===== config.mk =====
export PLATFORM = sky130hd
export DESIGN_NAME = audio_path_config_registers
export DESIGN_NICKNAME = d
export VERILOG_FILES = /design/src/audio_cfg_pkg.sv /design/src/audio_path_config_registers.sv
export SDC_FILE = /design/constraint.sdc
export NUM_CORES = 1
export LEC_CHECK = 0
export BUFFER_PORTS_ARGS = -buffer_cell sky130_fd_sc_hd__buf_2
export CAP_MARGIN = 20
export CORE_ASPECT_RATIO = 0.75
export CORE_MARGIN = 1
export CORE_UTILIZATION = 51
export CTS_CLUSTER_DIAMETER = 150
export CTS_CLUSTER_SIZE = 24
export DETAILED_ROUTE_END_ITERATION = 7
export HOLD_SLACK_MARGIN = 0.02
export PLACE_DENSITY = 0.9
export SETUP_SLACK_MARGIN = 0.05
export SYNTH_ARGS = -nofsm -noshare
export SYNTH_HDL_FRONTEND = slang
export SYNTH_SLANG_ARGS = --single-unit

===== constraint.sdc =====
create_clock -name i_ref_clk -period 0.85 [get_ports i_ref_clk]
set_input_delay 0.0425 -clock i_ref_clk [delete_from_list [all_inputs] [get_ports i_ref_clk]]
set_output_delay 0.0425 -clock i_ref_clk [all_outputs]
set_load 0.02 [all_outputs]

===== src/audio_cfg_pkg.sv =====
// Package for the audio path configuration register bank.
// Assumes a serial front end that delivers whole 16-bit words per load command.
`default_nettype none
package audio_cfg_pkg;
  localparam int CFG_WIDTH = 16;
  localparam logic [15:0] CFG_RESET = 16'h0000;
  // Word select codes from the serial command decoder
  localparam logic SEL_LOW = 1'b0;
  localparam logic SEL_HIGH = 1'b1;
  // Low register field positions
  localparam int VOL_OFF_BIT = 0;
  localparam int SPK_MODE_LSB = 1;
  localparam int OUT_SRC_LSB = 3;
  localparam int AOUT_OFF_BIT = 5;
  localparam int AOUT_SRC_LSB = 6;
  localparam int IN_SRC_BIT = 9;
  localparam int AUX_OFF_BIT = 10;
  localparam int AUX_GAIN_LSB = 11;
  localparam int AIN_OFF_BIT = 13;
  localparam int AIN_GAIN_LSB = 14;
  // High register field positions
  localparam int AGC_OFF_BIT = 0;
  localparam int LPF_OFF_BIT = 1;
  localparam int RATE_LSB = 2;
  localparam int FILT_SRC_BIT = 4;
  localparam int MIX2_MODE_LSB = 5;
  localparam int MIX1_MODE_LSB = 7;
  localparam int MIX1_SRC_LSB = 9;
  localparam int ATTEN_LSB = 11;
  localparam int ATTEN_SRC_LSB = 14;
  // Encodings named by behaviour
  localparam logic [2:0] AOUT_SRC_FEEDTHROUGH = 3'h0;
  localparam logic [1:0] AIN_GAIN_ATTEN9 = 2'h1;
  localparam logic [1:0] OUT_SRC_ANALOG_IN = 2'h1;
  localparam logic [1:0] SPK_HIGH_AUX_OFF = 2'h1;
  localparam logic IN_SRC_AGC = 1'b0;
  localparam logic [1:0] RATE_6K4 = 2'h1;
  localparam logic [1:0] RATE_5K3 = 2'h2;
  localparam logic FILT_SRC_MIXER1 = 1'b0;
  localparam logic FILT_SRC_ARRAY = 1'b1;
  localparam logic [1:0] MIX1_SRC_ANALOG_IN = 2'h0;
  localparam logic [1:0] MIX1_MUX_ONLY = 2'h1;
  localparam logic [1:0] MIX1_INPUT_ONLY = 2'h2;
  localparam logic [1:0] MIX_POWER_DOWN = 2'h3;
  localparam logic [1:0] MIX2_LPF_ONLY = 2'h2;

  typedef struct packed {
    logic [1:0] analog_in_gain_sel;
    logic analog_in_amp_off;
    logic [1:0] aux_in_gain_sel;
    logic aux_in_amp_off;
    logic input_source_sel;
    logic [2:0] analog_out_source_sel;
    logic analog_out_amp_off;
    logic [1:0] output_source_sel;
    logic [1:0] speaker_aux_amp_mode;
    logic volume_stage_off;
  } low_fields_type;

  typedef struct packed {
    logic [1:0] attenuation_source_sel;
    logic [2:0] attenuation_level;
    logic [1:0] mixer_one_source_sel;
    logic [1:0] mixer_one_mode;
    logic [1:0] mixer_two_mode;
    logic filter_source_sel;
    logic [1:0] sample_rate_sel;
    logic lowpass_stage_off;
    logic gain_control_amp_off;
  } high_fields_type;
endpackage
`default_nettype wire


===== src/audio_path_config_registers.sv =====
// Audio path configuration register bank: holding register, commit, field decode.
// Assumes the serial decoder gives the word and a one-cycle load pulse at slave select rise.
// Summary of operation
// - Bits 8:6 of low register pick analog output source; zero is feedthrough.
// - Low bit 5 powers analog output amplifier down when one.
// - Low bits 15:14 set analog input gain; 01 is 9 dB attenuation.
// - Low bit 13 powers analog input amplifier down when one.
// - Low bits 4:3 pick output mux; 01 routes analog input to speaker.
// - Low bits 2:1 set speaker/aux amps; 01 speaker high gain, aux off.
// - Low bit 0 turns volume stage off when one.
// - Low bit 10 powers aux input amplifier down when one.
// - Low bit 9 steers input source mux; zero picks gain control amp.
// - Low bits 12:11 select aux input amplifier gain.
// - High bit 1 powers low-pass filter down when one.
// - High bit 0 powers gain control amplifier down when one.
// - High bits 3:2 select sample rate; 01 is 6.4 kHz, 10 is 5.3 kHz.
// - High bit 4 picks filter source: mixer one or storage array.
// - High bits 10:9 pick mixer one source; zero is analog input.
// - High bits 8:7 set mixer one mode; 11 powers it down.
// - High bits 6:5 set mixer two mode; 10 low-pass only, 11 off.
// - High bits 13:11 hold volume attenuation level.
// - High bits 15:14 select volume source mux.
// - Both registers take effect together at the high register's load end.
// - Low register writes wait in a holding register until high load.
// - Writes accepted while powered down; outputs show only after power up.
`default_nettype none
module audio_path_config_registers #(
  parameter int WIDTH = audio_cfg_pkg::CFG_WIDTH
) (
  // Clock and reset
  input wire logic i_ref_clk,
  input wire logic i_reset,
  // Word load from serial decoder, pulse at slave select rise
  input wire logic i_load,
  input wire logic i_load_sel,
  input wire logic [WIDTH-1:0] i_load_data,
  // Chip power-up control bit
  input wire logic i_chip_power_up_bit,
  // Active settings as whole words
  output logic [WIDTH-1:0] o_active_low,
  output logic [WIDTH-1:0] o_active_high,
  // Decoded path controls
  output audio_cfg_pkg::low_fields_type o_low_fields,
  output audio_cfg_pkg::high_fields_type o_high_fields,
  // Convenience status decodes
  output logic o_mixer_one_off,
  output logic o_mixer_two_off,
  output logic o_feedthrough_path
);
  logic [WIDTH-1:0] hold_low_r;
  logic [WIDTH-1:0] commit_low_r;
  logic [WIDTH-1:0] commit_high_r;
  logic commit_load;
  logic hold_load;

  function automatic logic mix_off(input logic [1:0] mode);
    mix_off = (mode == audio_cfg_pkg::MIX_POWER_DOWN);
  endfunction

  assign hold_load = i_load && (i_load_sel == audio_cfg_pkg::SEL_LOW);
  assign commit_load = i_load && (i_load_sel == audio_cfg_pkg::SEL_HIGH);

  // Low word parks here so half-written settings never reach the analog path
  always_ff @(posedge i_ref_clk) begin
    if (i_reset) begin
      hold_low_r <= audio_cfg_pkg::CFG_RESET;
    end else if (hold_load) begin
      hold_low_r <= i_load_data;
    end
  end

  // Both words commit on the same edge; host ordering keeps low word current
  always_ff @(posedge i_ref_clk) begin
    if (i_reset) begin
      commit_low_r <= audio_cfg_pkg::CFG_RESET;
      commit_high_r <= audio_cfg_pkg::CFG_RESET;
    end else if (commit_load) begin
      commit_low_r <= hold_low_r;
      commit_high_r <= i_load_data;
    end
  end

  // Writes always land; outputs gated to reset value while chip is down
  always_ff @(posedge i_ref_clk) begin
    if (i_reset) begin
      o_active_low <= audio_cfg_pkg::CFG_RESET;
      o_active_high <= audio_cfg_pkg::CFG_RESET;
    end else if (i_chip_power_up_bit) begin
      o_active_low <= commit_low_r;
      o_active_high <= commit_high_r;
    end else begin
      o_active_low <= audio_cfg_pkg::CFG_RESET;
      o_active_high <= audio_cfg_pkg::CFG_RESET;
    end
  end

  // Field order in the structs matches bit order D15..D0
  assign o_low_fields =
    audio_cfg_pkg::low_fields_type'(
      o_active_low);
  assign o_high_fields =
    audio_cfg_pkg::high_fields_type'(o_active_high);

  assign o_mixer_one_off = mix_off(o_high_fields.mixer_one_mode);
  assign o_mixer_two_off = mix_off(o_high_fields.mixer_two_mode);
  assign o_feedthrough_path =
    (o_low_fields.analog_out_source_sel == audio_cfg_pkg::AOUT_SRC_FEEDTHROUGH);
endmodule
`default_nettype wire


==> qor.txt <==
DP Area: 0.00331 mm^2
DP HPWL: 3340 um
First-pass GRT wire length: 10200 um
Final hold vios: 0
Critical path data required time: 0.81 ns
Arr. time, crit path: 1.03 ns
Fin crit period: 1.07 ns
Largest net degree at the start of global routing: 65
Top Ports: 88
Final setup violating endpoints: 61
Initial core utilization: 0.530
Drt wl/cell: 14.4 um
Tcrit/Tclk final: 1.26
Fin. max-slew vios: 0
CTS root buf: clkbuf_8
Least-Margin Pin Slew: 0.611 ns
RR Startpoint: commit_high_r[8]
All-Layer GR Usage: 0.210
Top post-synthesis cells by count: dfxtp_1 (80), nand2b_1 (64), mux2i_1 (48), and2_1 (34), buf_4 (32)
Area Growth Syn to Fin: 40.0%
DRC: 0
Synth area leaders: dfxtp_1 (52%), mux2i_1 (16%), nand2b_1 (13%)
R2R depth: 2
Critical path cell sequence: nor3_4, buf_6
#FFs+latches synth: 80
Worst Hold End: o_active_high[10]
Worst setup margin: -0.225 ns
Inserted Clock Buffers: 9
Failing checks: negative setup slack
Area taken by flip-flops and latches: 0.00165 mm^2
EDFF count, synth: 0
Mapped Cells: 278
Fmax: 930 MHz
Clock skew: 0.00738 ns
Worst-skew pair later-pin latency: 0.35 ns
Status: finished with violations
Share of layout cells above drive strength 1: 0.429
Top-count cell post-synth: dfxtp_1
Antenna violations before repair: 0
Worst Setup Start Kind: flip-flop
CTS tree: done
Yosys cell types: 13
Post-Syn Area: 0.00309 mm^2
CP max-delay cell: dfxtp_4
Synth top area share: 0.519
Clk sinks: 80
Register area share after synthesis: 0.519
Core ar.: 0.00583 mm^2
P_leak: 1.91 nW
Reg2reg end: commit_high_r[8]
GP Congestion: 0.706
CP delay by family, top: flip-flops
Slew headroom: 0.592
Iter 0 DRT Violations: 49
Vias in the first global route: 2150
Reg-to-reg slack, setup: 0.19 ns
Clk buf depth: 2
H-tree levels: 3
Top_reg_cell synth: dfxtp_1
Worst path max stage delay: 0.37 ns
Router iterations before antenna repair: 4
Synth async-reset ratio: 0
Routed via count: 2101
Max cap viols: 0
Synth warn: 0
Die footprint: 0.00637 mm^2
Syn_area_per_cell: 11.1 um^2
Critical path depth: 2
WHS Path Cells: 3
ANT cells: 0
RSZ-0062 raised after global routing: true
Layout fillers: 389
Net count after synthesis: 299
DR vias/cell: 4.75
Worst Hold Class: input port to flip-flop
Nets: 380
Row count: 24
HP Start: i_reset
Critical path buffers and inverters: 1
Critical path class: flip-flop to output port
Crit Path Max Fanout: 2
Crit. End Element: output port
PwrDens: 1840 mW/mm^2
Gr ovfl total: 0
Area of the multi-input gates: 0.00115 mm^2
IO Port Bufs: 87
Hold WS: 0.143 ns
Final instance area: 0.00432 mm^2
Max VDD drop: 1.12 mV
DRT Wirelength: 6350 um
Post-DRT Antenna Nets: 0
Die height: 69.4 um
Clk slew on worst S/H paths: 0.08 ns
Area leader, netlist: dfxtp_1
Chip width: 91.8 um
## cell type report
class | instances | share of cell area
clock inverters | 6 | 0.0266
clock buffers | 10 | 0.0318
flip-flops and latches | 80 | 0.382
well taps | 78 | 0.0226
repair buffers | 117 | 0.271
multi-input cells | 151 | 0.267
## cell families (layout without fill, tap and decap cells)
group                  Yosys count  count (layout)  synth area share
flip-flops                      80              80             0.519
multiplexers                    48              48             0.156
AND/OR/NAND/NOR                103             103             0.209
buffers and inverters           47             133             0.116
## worst min-delay path: stages
cell	delay [ns]
buf_2	0.11
nor2b_4	0.12
and2_1	0.18
## where the power goes
| group | internal (mW) | leakage, nW | total [mW] | switching [mW] |
|---|---|---|---|---|
| clock | 2.05 | 0.123 | 3.44 | 1.40 |
| combinational | 0.331 | 1.12 | 0.607 | 0.275 |
| sequential | 3.85 | 0.666 | 3.90 | 0.0559 |
| total | 6.22 | 1.91 | 7.95 | 1.73 |
## layer usage
metal  global-route usage  routed length (um)  vias to the layer above
li1                     -                   -                     1013
met1                0.233                2640                     1014
met2                0.375                3320                       68
met3               0.0768                 316                        6
met4               0.0625                  65                        0
met5                    0                   0                        -
## placed cells by master, fill, tap and decap left out
cell type      Yosys  final
buf_2              6     20
dfxtp_2            0     29
clkinv_4           0      1
nand2b_1          64     64
dfxtp_1           80     48
inv_6              0      1
and2_4             1      3
nor2b_2            0      1
mux2i_1           48     48
buf_4             32      3
dlygate4sd3_1      0     16
buf_12             2      1
dfxtp_4            0      3
bufinv_16          0      3
clkinvlp_4         0      1
nand2_2            1      1
nor2b_4            0      1
buf_6              3     77
nor3_4             0      1
clkbuf_8           0     10
and2_1            34     32
## registers in the layout, summed over array words and instances, names as in the netlist
| signal | count |
|---|---|
| hold_low_r | 16 |
| commit_low_r | 16 |
| commit_high_r | 16 |
| o_active_low | 16 |
| o_active_high | 16 |
## timing repair
action | CTS | global route
buffers inserted | 5 | 5
endpoints found under the setup margin | 99 | 67
gates resized for setup | 169 | 14
hold buffers | 16 | 0
pin swaps | 3 | 1
endpoints found under the hold margin | 30 | 0
## per-stage QoR
stage | setup TNS [ns] | utilization | worst slack (ns) | power, mW | instances
final | -2.74 | 0.742 | -0.225 | 7.95 | 442
after global routing | -5.60 | 0.742 | -0.281 | 8.24 | 442
after CTS | -2.93 | 0.727 | -0.207 | 7.99 | 437
after detailed placement | -17.21 | 0.569 | -0.434 | 4.47 | 400
after global placement | -14.61 | 0.569 | -0.369 | 4.45 | 400
after floorplan | 0 | - | 0.0655 | 4.36 | 278
## worst max path at each step
stage                               start                 end  slack [ns]
final                     o_active_low[7]  o_feedthrough_path       -0.22
after global routing      o_active_low[7]  o_feedthrough_path       -0.28
after CTS                 o_active_low[8]  o_feedthrough_path       -0.21
after detailed placement          i_reset   o_active_high[13]       -0.43
after global placement            i_reset    o_active_low[13]       -0.37
after floorplan           o_active_low[7]  o_feedthrough_path        0.07
No activity file was read; power rests on OpenSTA's default activity.
